## src/verilog/sarcc_pkg.sv

```systemverilog
package sarcc_pkg;
  // ==========================================
  // word sizes
  localparam int RES_BITS = 14;
  localparam int CFG_BITS = 14;
  localparam int OUT_BITS = RES_BITS + CFG_BITS;

  // ==========================================
  // output codes
  localparam logic [13:0] UNI_MAX_CODE = 14'h3fff;
  localparam logic [13:0] UNI_MIN_CODE = 14'h0000;
  localparam logic [13:0] BIP_MAX_CODE = 14'h1fff;
  localparam logic [13:0] BIP_MIN_CODE = 14'h2000;
  localparam logic [13:0] SAR_FIRST_CODE = 14'h2000;
  localparam logic [13:0] BIP_FLIP_MASK = 14'h2000;

  // ==========================================
  // configuration word
  localparam logic [13:0] CFG_RESET = 14'h3fff;
  localparam int CFG_RANGE_BIT = 12;
  localparam int CFG_READBACK_BIT = 0;

  // ==========================================
  // timing
  localparam int CLK_PERIOD_NS = 50;
  localparam int SAMPLE_RATE_SPS = 250000;
  localparam int SAMPLE_PERIOD_NS = 1000000000 / SAMPLE_RATE_SPS;
  localparam int CONV_TIME_NS = 3000;
  localparam int CONV_CYCLES = CONV_TIME_NS / CLK_PERIOD_NS;
  localparam int TRIAL_CYCLES = (CONV_CYCLES / RES_BITS) < 1 ? 1 : (CONV_CYCLES / RES_BITS);

  // ==========================================
  // sequencer states
  typedef enum logic [1:0] {
    SAR_ACQ = 2'b01,
    SAR_CONV = 2'b10
  } sarcc_state_t;
endpackage : sarcc_pkg

```

## src/verilog/sarcc_port_if.sv

```systemverilog
interface sarcc_port_if;
  import sarcc_pkg::*;
  logic frameLoad;
  logic [RES_BITS-1:0] resultWord;
  logic [CFG_BITS-1:0] appendWord;
  logic appendEn;
  logic sdoBit;
  logic [CFG_BITS-1:0] cfgWord;
  logic cfgStrobe;

  modport ctrl (
    output frameLoad,
    output resultWord,
    output appendWord,
    output appendEn,
    input sdoBit,
    input cfgWord,
    input cfgStrobe
  );
  modport port (
    input frameLoad,
    input resultWord,
    input appendWord,
    input appendEn,
    output sdoBit,
    output cfgWord,
    output cfgStrobe
  );
endinterface : sarcc_port_if

```

## src/verilog/sarcc_control.sv

```systemverilog
// Notes on behaviour
// - rising convert_start ends acquisition and starts conversion.
// - fourteen binary-weighted trials, most significant bit decided first.
// - after last trial return to acquisition, publish code, signal completion.
// - conversion timed by own clock; serial clock plays no part.
// - up to 250 kSPS; converter powered only while converting.
// - unipolar ranges give straight binary codes.
// - bipolar ranges give fourteen-bit twos complement codes.
// - overrange saturates to 0x3fff unipolar, 0x1fff bipolar.
// - underrange saturates to 0x0000 unipolar, 0x2000 bipolar.
// - fourteen-bit configuration word shifted in serially and applied.
// - result readable during or after next conversion, config optionally appended.
// - delivered result is the latest completed conversion, no pipeline.
// - convert_start held high through conversion enables busy on data output.
// - serial data moves msb first, timed by host serial clock.
module sarcc_control import sarcc_pkg::*; #(
  parameter int TRIALS = RES_BITS,
  parameter int TRIAL_LEN = TRIAL_CYCLES
) (
  input wire logic clk,
  input wire logic rst_n,
  input wire logic convertStart,
  input wire logic sck,
  input wire logic sdi,
  output logic sdo,
  output logic sdoEn,
  input wire logic compAbove,
  input wire logic overRange,
  input wire logic underRange,
  output logic [RES_BITS-1:0] dacCode,
  output logic trackEn,
  output logic convPowerEn,
  output logic busy,
  output logic convDone,
  output logic [CFG_BITS-1:0] cfgWord,
  output logic [RES_BITS-1:0] resultCode
);
  // ==========================================
  // convert_start synchroniser
  logic [2:0] cnvSync_q;
  logic cnvLvl_q;
  logic cnvRise;
  logic cnvFall;

  // first stage feeds only the second
  always_ff @(posedge clk or negedge rst_n) begin
    if (!rst_n) begin
      cnvSync_q <= 3'h0;
    end else begin
      cnvSync_q <= {cnvSync_q[1:0], convertStart};
    end
  end

  assign cnvRise = (cnvSync_q[1] == cnvSync_q[2]) && cnvSync_q[2] && !cnvLvl_q;
  assign cnvFall = (cnvSync_q[1] == cnvSync_q[2]) && !cnvSync_q[2] && cnvLvl_q;

  always_ff @(posedge clk or negedge rst_n) begin
    if (!rst_n) begin
      cnvLvl_q <= 1'b0;
    end else if (cnvSync_q[1] == cnvSync_q[2]) begin
      cnvLvl_q <= cnvSync_q[2];
    end
  end

  // ==========================================
  // serial port
  sarcc_port_if lnk ();
  logic [RES_BITS-1:0] result_q;
  logic [CFG_BITS-1:0] resultCfg_q;

  sarcc_serial u_serial (
    .clk(clk),
    .rst_n(rst_n),
    .sck(sck),
    .sdi(sdi),
    .lnk(lnk.port)
  );

  // frame opens when convert_start falls; mid-conversion it reads the prior result
  assign lnk.frameLoad = cnvFall;
  assign lnk.resultWord = result_q;
  assign lnk.appendWord = resultCfg_q;
  assign lnk.appendEn = !resultCfg_q[CFG_READBACK_BIT];
  assign cfgWord = lnk.cfgWord;

  // ==========================================
  // sequencer
  sarcc_state_t state_q;
  logic [3:0] bitIdx_q;
  logic [7:0] trialCnt_q;
  logic [RES_BITS-1:0] sar_q;
  logic bipolar_q;
  logic trialEnd;
  logic lastTrial;

  assign trialEnd = (state_q == SAR_CONV) && (trialCnt_q == 8'(TRIAL_LEN - 1));
  assign lastTrial = (bitIdx_q == 4'h0);

  // a new rise while converting is ignored; host must wait for completion
  always_ff @(posedge clk or negedge rst_n) begin
    if (!rst_n) begin
      state_q <= SAR_ACQ;
    end else begin
      case (state_q)
        SAR_ACQ: begin
          if (cnvRise) begin
            state_q <= SAR_CONV;
          end
        end
        SAR_CONV: begin
          if (trialEnd && lastTrial) begin
            state_q <= SAR_ACQ;
          end
        end
        default: begin
          state_q <= SAR_ACQ;
        end
      endcase
    end
  end

  // trial pacing from the core clock alone, no serial clock needed
  always_ff @(posedge clk or negedge rst_n) begin
    if (!rst_n) begin
      trialCnt_q <= 8'h0;
    end else if (state_q != SAR_CONV || trialEnd) begin
      trialCnt_q <= 8'h0;
    end else begin
      trialCnt_q <= trialCnt_q + 8'h1;
    end
  end

  // successive approximation: set trial bit, keep it if comparator says above
  always_ff @(posedge clk or negedge rst_n) begin
    if (!rst_n) begin
      sar_q <= '0;
      bitIdx_q <= 4'h0;
    end else if (state_q == SAR_ACQ && cnvRise) begin
      sar_q <= SAR_FIRST_CODE;
      bitIdx_q <= 4'(TRIALS - 1);
    end else if (trialEnd) begin
      sar_q[bitIdx_q] <= compAbove;
      if (!lastTrial) begin
        sar_q[bitIdx_q - 4'h1] <= 1'b1;
        bitIdx_q <= bitIdx_q - 4'h1;
      end
    end
  end

  // range and readback come from the word in force when sampling ended
  always_ff @(posedge clk or negedge rst_n) begin
    if (!rst_n) begin
      bipolar_q <= 1'b0;
    end else if (state_q == SAR_ACQ && cnvRise) begin
      bipolar_q <= !lnk.cfgWord[CFG_RANGE_BIT];
    end
  end

  // ==========================================
  // output coding and result register
  logic [RES_BITS-1:0] finalRaw;
  logic [RES_BITS-1:0] coded;
  logic [CFG_BITS-1:0] convCfg_q;

  assign finalRaw = {sar_q[RES_BITS-1:1], compAbove};

  // saturation first, then offset binary turned into twos complement
  always_comb begin
    if (overRange) begin
      coded = bipolar_q ? BIP_MAX_CODE : UNI_MAX_CODE;
    end else if (underRange) begin
      coded = bipolar_q ? BIP_MIN_CODE : UNI_MIN_CODE;
    end else if (bipolar_q) begin
      coded = finalRaw ^ BIP_FLIP_MASK;
    end else begin
      coded = finalRaw;
    end
  end

  always_ff @(posedge clk or negedge rst_n) begin
    if (!rst_n) begin
      convCfg_q <= CFG_RESET;
    end else if (state_q == SAR_ACQ && cnvRise) begin
      convCfg_q <= lnk.cfgWord;
    end
  end

  // only a completed conversion replaces the held result
  always_ff @(posedge clk or negedge rst_n) begin
    if (!rst_n) begin
      result_q <= UNI_MIN_CODE;
      resultCfg_q <= CFG_RESET;
    end else if (trialEnd && lastTrial) begin
      result_q <= coded;
      resultCfg_q <= convCfg_q;
    end
  end

  always_ff @(posedge clk or negedge rst_n) begin
    if (!rst_n) begin
      convDone <= 1'b0;
    end else begin
      convDone <= trialEnd && lastTrial;
    end
  end

  // ==========================================
  // busy indication on the data output
  logic busyMode_q;
  logic readyHigh_q;

  // busy mode survives only if convert_start stays high throughout
  always_ff @(posedge clk or negedge rst_n) begin
    if (!rst_n) begin
      busyMode_q <= 1'b0;
      readyHigh_q <= 1'b0;
    end else begin
      if (state_q == SAR_ACQ && cnvRise) begin
        busyMode_q <= 1'b1;
      end else if (cnvFall || (trialEnd && lastTrial)) begin
        busyMode_q <= 1'b0;
      end
      // completion wins over a same-cycle clear so a finished result is never hidden
      if (trialEnd && lastTrial && busyMode_q) begin
        readyHigh_q <= 1'b1;
      end else if (cnvFall || cnvRise) begin
        readyHigh_q <= 1'b0;
      end
    end
  end

  // low while busy, high when done, result bits once convert_start is low
  always_ff @(posedge clk or negedge rst_n) begin
    if (!rst_n) begin
      sdo <= 1'b0;
      sdoEn <= 1'b0;
    end else if (!cnvLvl_q) begin
      sdo <= lnk.sdoBit;
      sdoEn <= 1'b1;
    end else if (busyMode_q && state_q == SAR_CONV) begin
      sdo <= 1'b0;
      sdoEn <= 1'b1;
    end else begin
      sdo <= readyHigh_q;
      sdoEn <= readyHigh_q;
    end
  end

  // ==========================================
  // analog side controls
  assign dacCode = sar_q;
  assign trackEn = (state_q == SAR_ACQ);
  assign convPowerEn = (state_q == SAR_CONV);
  assign busy = (state_q == SAR_CONV);
  assign resultCode = result_q;
endmodule : sarcc_control

```

## src/verilog/sarcc_serial.sv

```systemverilog
module sarcc_serial import sarcc_pkg::*; (
  input wire logic clk,
  input wire logic rst_n,
  input wire logic sck,
  input wire logic sdi,
  sarcc_port_if.port lnk
);
  // ==========================================
  // pin synchronisers
  logic [2:0] sckSync_q;
  logic [2:0] sdiSync_q;
  logic sckLvl_q;
  logic sckRise;
  logic sckFall;

  // three stages; only stages two and three are looked at
  always_ff @(posedge clk or negedge rst_n) begin
    if (!rst_n) begin
      sckSync_q <= 3'h0;
      sdiSync_q <= 3'h0;
    end else begin
      sckSync_q <= {sckSync_q[1:0], sck};
      sdiSync_q <= {sdiSync_q[1:0], sdi};
    end
  end

  // edge counts once stages two and three agree
  assign sckRise = (sckSync_q[1] == sckSync_q[2]) && sckSync_q[2] && !sckLvl_q;
  assign sckFall = (sckSync_q[1] == sckSync_q[2]) && !sckSync_q[2] && sckLvl_q;

  always_ff @(posedge clk or negedge rst_n) begin
    if (!rst_n) begin
      sckLvl_q <= 1'b0;
    end else if (sckSync_q[1] == sckSync_q[2]) begin
      sckLvl_q <= sckSync_q[2];
    end
  end

  // ==========================================
  // result shifter, msb first
  logic [OUT_BITS-1:0] outShift_q;

  // appended word only when readback is on; zeros follow otherwise
  always_ff @(posedge clk or negedge rst_n) begin
    if (!rst_n) begin
      outShift_q <= '0;
    end else if (lnk.frameLoad) begin
      outShift_q <= {lnk.resultWord, lnk.appendEn ? lnk.appendWord : {CFG_BITS{1'b0}}};
    end else if (sckFall) begin
      outShift_q <= {outShift_q[OUT_BITS-2:0], 1'b0};
    end
  end

  assign lnk.sdoBit = outShift_q[OUT_BITS-1];

  // ==========================================
  // configuration shifter
  logic [CFG_BITS-1:0] inShift_q;
  logic [4:0] inCnt_q;
  logic [CFG_BITS-1:0] cfgWord_q;
  logic cfgStrobe_q;

  // bits past the fourteenth are ignored until the next frame
  always_ff @(posedge clk or negedge rst_n) begin
    if (!rst_n) begin
      inShift_q <= '0;
      inCnt_q <= 5'h0;
    end else if (lnk.frameLoad) begin
      inCnt_q <= 5'h0;
    end else if (sckRise && inCnt_q < 5'(CFG_BITS)) begin
      inShift_q <= {inShift_q[CFG_BITS-2:0], sdiSync_q[2]};
      inCnt_q <= inCnt_q + 5'h1;
    end
  end

  // whole word applied at once, never a partial one
  always_ff @(posedge clk or negedge rst_n) begin
    if (!rst_n) begin
      cfgWord_q <= CFG_RESET;
      cfgStrobe_q <= 1'b0;
    end else begin
      cfgStrobe_q <= 1'b0;
      if (sckRise && inCnt_q == 5'(CFG_BITS - 1)) begin
        cfgWord_q <= {inShift_q[CFG_BITS-2:0], sdiSync_q[2]};
        cfgStrobe_q <= 1'b1;
      end
    end
  end

  assign lnk.cfgWord = cfgWord_q;
  assign lnk.cfgStrobe = cfgStrobe_q;
endmodule : sarcc_serial

```

## config.mk

```make
export PLATFORM = sky130hd
export DESIGN_NAME = sarcc_control
export DESIGN_NICKNAME = d
export VERILOG_FILES = /design/src/verilog/sarcc_pkg.sv /design/src/verilog/sarcc_port_if.sv /design/src/verilog/sarcc_control.sv /design/src/verilog/sarcc_serial.sv
export SDC_FILE = /design/constraint.sdc
export NUM_CORES = 1
export LEC_CHECK = 0
export BUFFER_PORTS_ARGS = -buffer_cell sky130_fd_sc_hd__buf_4
export CORE_MARGIN = 2
export CORE_UTILIZATION = 59
export CTS_CLUSTER_SIZE = 30
export DETAILED_ROUTE_END_ITERATION = 7
export PLACE_DENSITY = 0.79
export RECOVER_POWER = 25
export SYNTH_ARGS = -nofsm -noshare
export SYNTH_HDL_FRONTEND = slang
export SYNTH_SLANG_ARGS = --single-unit
```

## constraint.sdc

```tcl
create_clock -name clk -period 2.9 [get_ports clk]
set_clock_uncertainty 0.15 [all_clocks]
set_input_delay 0.58 -clock clk [delete_from_list [all_inputs] [get_ports clk]]
set_output_delay 0.58 -clock clk [all_outputs]
set_load 0.02 [all_outputs]
```

==> reports/qor.yml, run 1 <==
worst_hold_path:
  holdPathStages: 0
  holdCritPathClass: "reg -> reg"
synth:
  ys_types: 55
  ys_async_sr_fraction_pct: 100
  netlist_area_sq_um: 6570
  yosys_warnings: 0
  ys_seq_elements: 146
  synth_nets: 636
  syn-instance-count: 613
  yosysSeqAreaShare_pct: 56.4
  synth_edf_count: 0
  syn_avg_cell_area_sq_um: 10.7
  synthFlopType: "dfrtp_1"
floorplanning:
  design.core.area_sq_um: 10800
  die_h_microns: 110
  io_pins: 56
  die-width_microns: 110
  rows: 38
  die_area_sq_um: 12000
  initial_core_util_pct: 60.6
timing:
  slew_violations: 0
  rsz0062_at_grt: "no"
  fmax_mhz: 392
  tns_ns: 0
  post-route-period-util_pct: 88.0
  fin_crit_ns: 2.55
  slew_headroom_pct: 38.0
  worst_pin_slew_ns: 0.929
  timing.hold.ws_ns: 0.210
  setup_viol: 0
  hold_violations: 0
cts:
  clk_root_buffer_cell: "clkbuf_8"
  cts_resized: 0
  clk_pin_slew_worst_paths_ns: 0.06
  cts_max_level: 4
  cts_sinks: 146
  postCtsSetupRepairBufs: 0
  cts_buffers: 17
  worst_skew_pair.late_latency_ns: 0.53
  cts_tree: "yes"
  cts_buffer_depth: 2
final_layout:
  final_cell_mix: "nand2_1 (105), dfrtp_1 (103), buf_4 (59)"
  n_fill_cell: 755
  final_common_cell: "nand2_1"
  fin_nets: 690
  syn_to_final_growth_pct: 18.3
  layoutNonFillerInstCount: 820
  drive_gt1_share_pct: 26.9
  num_antenna_cells: 0
drt:
  viasPerCell: 5.78
  ant_nets: 0
  vias: 4739
  drcViolationCount: 0
  post_drt_wl_per_cell_microns: 17.0
  dr.pass1.iters: 5
  wl_mm: 13.9
  drt_iter0_markers: 430
worst_setup_path:
  worstSetupPathType: "reg -> out"
  critPathCaptureType: "output port"
  startpoint_type: "flop"
  worstPathArrival_ns: 1.82
  r2r_slack_ns: 0.54
  ff2ff_path_depth: 5
  crit_fanout: 10
  worstPathRequired_ns: 2.17
power:
  ir_worst_vdd_v: 0.000593
  p_leak_nw: 3.56
  finalPower_mw: 5.12
  power_density_nw_per_um2: 659
placement:
  hpwl_mm: 9.32
  dp_cells: 784
  port_buffers: 55
  gp_congestion: 0.874
run:
  max-cap-violations: 0
global_routing:
  grt_max_degree: 76
  grt_antenna_before_repair: 0
  grt_pass1_vias: 4628
  track_usage_pct: 25.5
  grt_pass1_wl_mm: 23.2
  grt.overflow.total: 0
run_status:
  status: "finished clean"
flip-flops by register name, summed over array words and instances, names as in the netlist, 5 cells and up:
name and cells:
trialCnt_q 8, convCfg_q 14, u_serial.inCnt_q 5, u_serial.lnk.cfgWord 14, u_serial.inShift_q 13, dacCode 14
u_serial.outShift_q 27, lnk.appendWord 14, resultCode 14
metrics by stage:
stage	worst slack [ns]	area, sq um	util [%]
floorplan	0.738	6570	-
global placement	0.663	7130	65.8
detailed placement	0.559	7130	65.8
CTS	0.451	7780	71.8
global route	0.276	7770	71.6
finish	0.347	7770	71.6
path summary, 6_finish.rpt:
check | start | end
min in group asynchronous | rst_n | u_serial.inCnt_q[2]
worst max register to register | trialCnt_q[0] | dacCode[3]
worst min-delay path | u_serial.sdiSync_q[1] | u_serial.sdiSync_q[2]
max in group asynchronous | rst_n | bitIdx_q[1]
worst min register to register | u_serial.sdiSync_q[1] | u_serial.sdiSync_q[2]
worst max-delay path | state_q[0] | convPowerEn
Yosys cell counts, types with 6 or more instances:
cell type	instances	share of area [%]
nand2b_1	6	0.57
mux2_2	33	5.7
nand3_1	14	1.1
mux2i_1	18	2.7
nor2_1	26	1.5
a31oi_1	7	0.67
o21ai_0	50	3.8
mux2_1	9	1.5
a21oi_1	42	3.2
and3_1	16	1.5
ha_1	15	2.9
clkbuf_1	28	1.6
dfrtp_1	103	39
nand2_1	105	6.0
dfstp_2	43	17
inv_1	17	0.97
cell families (layout without fill, tap and decap cells):
| kind of cell | after synthesis | in the layout | synth area share, % |
|---|---|---|---|
| AO/OA/AOI/OAI | 130 | 130 | 11.5 |
| XOR/XNOR | 9 | 9 | 1.20 |
| adder cells (fa/ha/maj) | 15 | 15 | 2.86 |
| buffers and inverters | 52 | 119 | 3.22 |
| flip-flops | 146 | 146 | 56.4 |
| multiplexers | 60 | 60 | 9.94 |
| AND/OR/NAND/NOR | 201 | 201 | 14.8 |
worst max-delay path, stage by stage (launching register included):
cell,delay [ns]
dfstp_2,0.55
nand2b_1,0.24
inv_1,0.26
buf_4,0.23
layer usage:
metal	GRT usage [%]	routed length (microns)
met1	35.0	6360
met2	39.0	6640
met3	7.29	678
met4	8.86	244
met5	0	0
layout make-up:
| type | instances | area (sq um) | share of cell area, % |
|---|---|---|---|
| Multi-Input combinational cell | 415 | 2670 | 34.3 |
| Sequential cell | 146 | 3710 | 47.7 |
| Inverter | 18 | 67.6 | 0.870 |
| Clock inverter | 12 | 181 | 2.34 |
| Timing Repair Buffer | 69 | 542 | 6.98 |
| Tap cell | 140 | 175 | 2.26 |
| Clock buffer | 20 | 425 | 5.48 |
repair_timing:
| item | 4_1_cts | 5_1_grt |
|---|---|---|
| setup endpoints to repair | 0 | 0 |
| endpoints found under the hold margin | 61 | 0 |
| hold buffers | 4 | 0 |
report_power, final:
part           switching (mW)  internal [mW]  leakage (nW)  total (mW)
sequential              0.159           2.25          1.72        2.41
combinational           0.256          0.208          1.55       0.464
clock                   0.839           1.40         0.282        2.24
(Power assumes the default switching activity.)
==> inputs of run 2 (changes only) <==
- CORE_UTILIZATION: 59 -> 35
- PLACE_DENSITY: 0.79 -> default
==> reports/qor.yml, run 2 (synthesized netlist as in run 1, its figures left out) <==
timing:
  setup_viol: 0
  fin_crit_ns: 2.43
  hold_violations: 0
  tns_ns: 0
  slew_headroom_pct: 13.4
  fmax_mhz: 411
  rsz0062_at_grt: "no"
  worst_pin_slew_ns: 1.30
  post-route-period-util_pct: 83.9
  slew_violations: 0
  timing.hold.ws_ns: 0.129
global_routing:
  grt.overflow.total: 0
  grt_pass1_wl_mm: 23.7
  grt_max_degree: 70
  grt_pass1_vias: 4610
  grt_antenna_before_repair: 0
  track_usage_pct: 14.9
run_status:
  status: "finished clean"
drt:
  dr.pass1.iters: 5
  ant_nets: 0
  drcViolationCount: 0
  viasPerCell: 5.09
  vias: 4627
  drt_iter0_markers: 343
  wl_mm: 13.9
  post_drt_wl_per_cell_microns: 15.3
worst_setup_path:
  startpoint_type: "flop"
  crit_fanout: 10
  worstPathArrival_ns: 1.70
  worstPathRequired_ns: 2.17
  critPathCaptureType: "output port"
  worstSetupPathType: "reg -> out"
worst_hold_path:
  holdCritPathClass: "in -> reg"
cts:
  cts_buffer_depth: 2
  clk_root_buffer_cell: "clkbuf_16"
  cts_buffers: 17
  cts_resized: 0
  cts_tree: "yes"
  cts_sinks: 146
  worst_skew_pair.late_latency_ns: 0.43
  cts_max_level: 4
  hold_buffers: 1
  postCtsSetupRepairBufs: 0
  clk_pin_slew_worst_paths_ns: 0.06
final_layout:
  syn_to_final_growth_pct: 18.6
  layoutNonFillerInstCount: 909
  fin_nets: 685
  n_fill_cell: 1720
  final_cell_mix: "nand2_1 (105), dfrtp_1 (103), buf_4 (57)"
  num_antenna_cells: 0
  drive_gt1_share_pct: 27.0
  utilization_pct: 41.9
  final_common_cell: "nand2_1"
  largest_reg_flops: 27
  top_register: "u_serial.outShift_q"
placement:
  port_buffers: 55
  gp_congestion: 0.865
  dp_cells: 876
  hpwl_mm: 9.56
power:
  clkPwrFrac_pct: 42.5
  switching_share_pct: 25.4
  p_seq_share_pct: 48.5
  p_sw_mw: 1.26
  power_density_nw_per_um2: 638
  internal_power_mw: 3.71
  combPwrFrac_pct: 9.0
  finalPower_mw: 4.97
  p_leak_nw: 3.52
  ir_worst_vdd_v: 0.000447
floorplanning:
  design.core.area_sq_um: 18600
  die_area_sq_um: 19900
  die-width_microns: 141
  initial_core_util_pct: 35.3
  rows: 50
  die_h_microns: 141
  io_pins: 56
run:
  max-cap-violations: 0
run 2: worst max-delay path: stages (launching register included):
cell and delay, ns:
dfstp_2 0.55, nand2b_1 0.23, inv_1 0.26, buf_4 0.24
run 2: per-layer routing:
layer / global-route usage, % / part of all wire (%)
met4: 6.11 / 1.8
met1: 19.9 / 46
met5: 0 / 0
met3: 3.40 / 3.4
met2: 23.5 / 49
run 2: cell type report:
cell class,count,area (sq um),area share (%)
Sequential cell,146,3710,47.6
Clock buffer,21,470,6.04
Inverter,18,67.6,0.867
Tap cell,234,293,3.76
Clock inverter,11,103,1.32
Timing Repair Buffer,64,480,6.17
Multi-Input combinational cell,415,2670,34.2
run 2: metrics by stage:
step                setup WS (ns)  instance area [sq um]
finish                      0.467                   7790
global route                0.234                   7790
CTS                         0.562                   7810
detailed placement          0.577                   7220
global placement            0.672                   7220
floorplan                   0.738                   6570
run 2: power by group through the flow:
stage                     clock (mW)  combinational (mW)  sequential [mW]
after CTS                       2.15               0.466             2.41
after floorplan                    0               0.306             2.40
final                           2.11               0.447             2.41
after detailed placement           0               0.466             2.44
after global placement             0               0.438             2.42
after global routing            2.25               0.514             2.44
run 2: path summary, 6_finish.rpt:
check / slack [ns] / endpoint / startpoint / depth (start not counted)
min reg2reg: 0.20 / u_serial.sckSync_q[1] / u_serial.sckSync_q[0] / 0
max in group asynchronous: 0.53 / u_serial.inShift_q[2] / rst_n / 3
min in group asynchronous: 0.84 / u_serial.outShift_q[21] / rst_n / 2
min: 0.13 / cnvSync_q[0] / convertStart / 1
max: 0.47 / convPowerEn / state_q[0] / 3
max reg2reg: 0.50 / dacCode[8] / state_q[1] / 5
==> inputs of run 3 (changes only) <==
- clock period: 2.9 -> 2.1 ns (I/O delays scaled with it)
==> reports/qor.yml, run 3 (synthesized netlist as in run 1, its figures left out) <==
worst_setup_path:
  worstPathRequired_ns: 1.53
  r2r_slack_ns: 0.09
  critPathCaptureType: "output port"
  crit_fanout: 5
  ff2ff_path_depth: 7
  startpoint_type: "flop"
  r2r_end: "dacCode[6]"
  rr_startpoint: "trialCnt_q[0]"
  worstPathArrival_ns: 1.47
  worstSetupPathType: "reg -> out"
global_routing:
  grt_max_degree: 60
  grt.overflow.total: 0
  grt_antenna_before_repair: 0
  grt_pass1_vias: 4810
  grt_pass1_wl_mm: 24.2
  track_usage_pct: 15.3
cts:
  clk_pin_slew_worst_paths_ns: 0.06
  cts_sinks: 146
  cts_max_level: 4
  cts_buffer_depth: 2
  worst_skew_pair.late_latency_ns: 0.42
  clk_root_buffer_cell: "clkbuf_16"
  cts_tree: "yes"
  cts_buffers: 17
timing:
  worst_pin_slew_ns: 0.840
  fin_crit_ns: 2.04
  slew_headroom_pct: 44.0
  slew_violations: 0
  fmax_mhz: 491
  hold_violations: 0
  timing.hold.ws_ns: 0.200
  post-route-period-util_pct: 96.9
  setup_viol: 0
floorplanning:
  rows: 50
  design.core.area_sq_um: 18600
  die_h_microns: 141
  die-width_microns: 141
  io_pins: 56
  die_area_sq_um: 19900
  initial_core_util_pct: 35.3
final_layout:
  multiInputGateArea_sq_um: 2690
  final_common_cell: "nand2_1"
  top_register: "u_serial.outShift_q"
  regArea_sq_um: 3710
  final_cell_mix: "nand2_1 (105), dfrtp_1 (103), buf_4 (79)"
  syn_to_final_growth_pct: 22.9
  fin_nets: 714
  utilization_pct: 43.4
  num_antenna_cells: 0
  n_fill_cell: 1731
  largest_reg_flops: 27
  drive_gt1_share_pct: 30.3
  stdcell_area_sq_um: 8070
placement:
  placed_cell_area_sq_um: 7450
  port_buffers: 55
  hpwl_mm: 10.3
  gp_congestion: 0.878
power:
  ir_worst_vdd_v: 0.000633
  power_density_nw_per_um2: 834
  p_leak_nw: 3.68
worst_hold_path:
  holdCritPathClass: "reg -> reg"
  hold_end: "u_serial.sckSync_q[1]"
  hold_path.startpoint: "u_serial.sckSync_q[0]"
  holdPathStages: 0
run_status:
  status: "finished clean"
drt:
  vias: 4749
  wl_mm: 14.4
  drcViolationCount: 0
  post_drt_wl_per_cell_microns: 15.3
  viasPerCell: 5.06
  dr.pass1.iters: 5
  ant_nets: 0
  drt_iter0_markers: 374
run:
  max-cap-violations: 0
[run 3: report_power, final]
part	internal (mW)	switching [mW]	leakage [nW]
clock	1.64	1.11	0.269
sequential	3.11	0.206	1.72
combinational	0.309	0.353	1.69
total	5.06	1.67	3.68
[run 3: worst max-delay path by stage]
| stage | startpoint | to | slack, ns | cells after the start |
|---|---|---|---|---|
| 2_1_floorplan | bitIdx_q[0] | lnk.appendWord[10] | 0.02 | 6 |
| 3_3_place_gp | trialCnt_q[0] | dacCode[7] | 0.11 | 6 |
| 3_5_place_dp | bitIdx_q[0] | dacCode[9] | 0.07 | 6 |
| 4_1_cts | state_q[0] | trackEn | 0.05 | 2 |
| 5_1_grt | trialCnt_q[0] | dacCode[6] | -0.03 | 7 |
| 6_report | state_q[0] | trackEn | 0.06 | 2 |
[run 3: worst max-delay path, cell delays in order (launching register included)]
cell	delay, ns
dfstp_2	0.55
nor2b_1	0.30
buf_4	0.21
[run 3: per-layer routing]
metal / track usage, % / up-vias / part of all wire (%)
met1: 19.6 / 2318 / 45
met4: 5.79 / 0 / 1.5
met5: 0 / - / 0
met2: 25.2 / 121 / 49
li1: - / 2292 / -
met3: 3.87 / 18 / 4.7
[run 3: repair_timing]
item,in CTS,in global routing
resized for setup,0,6
buffers inserted,0,1
hold buffers,4,0
setup endpoints to repair,0,20
hold endpoints to repair,25,0
[run 3: stage by stage]
step | std cells | setup slack, ns | setup TNS, ns | total power [mW]
global route | 938 | -0.0307 | -0.0764 | 7.06
detailed placement | 901 | 0.0722 | 0 | 4.03
finish | 938 | 0.0644 | 0 | 6.73
global placement | 901 | 0.108 | 0 | 3.99
floorplan | 613 | 0.0212 | 0 | 3.74
CTS | 937 | 0.0506 | 0 | 6.83
[run 3: cell type report]
cell class | count | area share (%)
clock buffers | 24 | 6.11
multi-input cells | 415 | 33.3
flip-flops and latches | 146 | 45.9
clock inverters | 8 | 0.666
repair buffers | 93 | 9.50
inverters | 18 | 0.837
well taps | 234 | 3.63
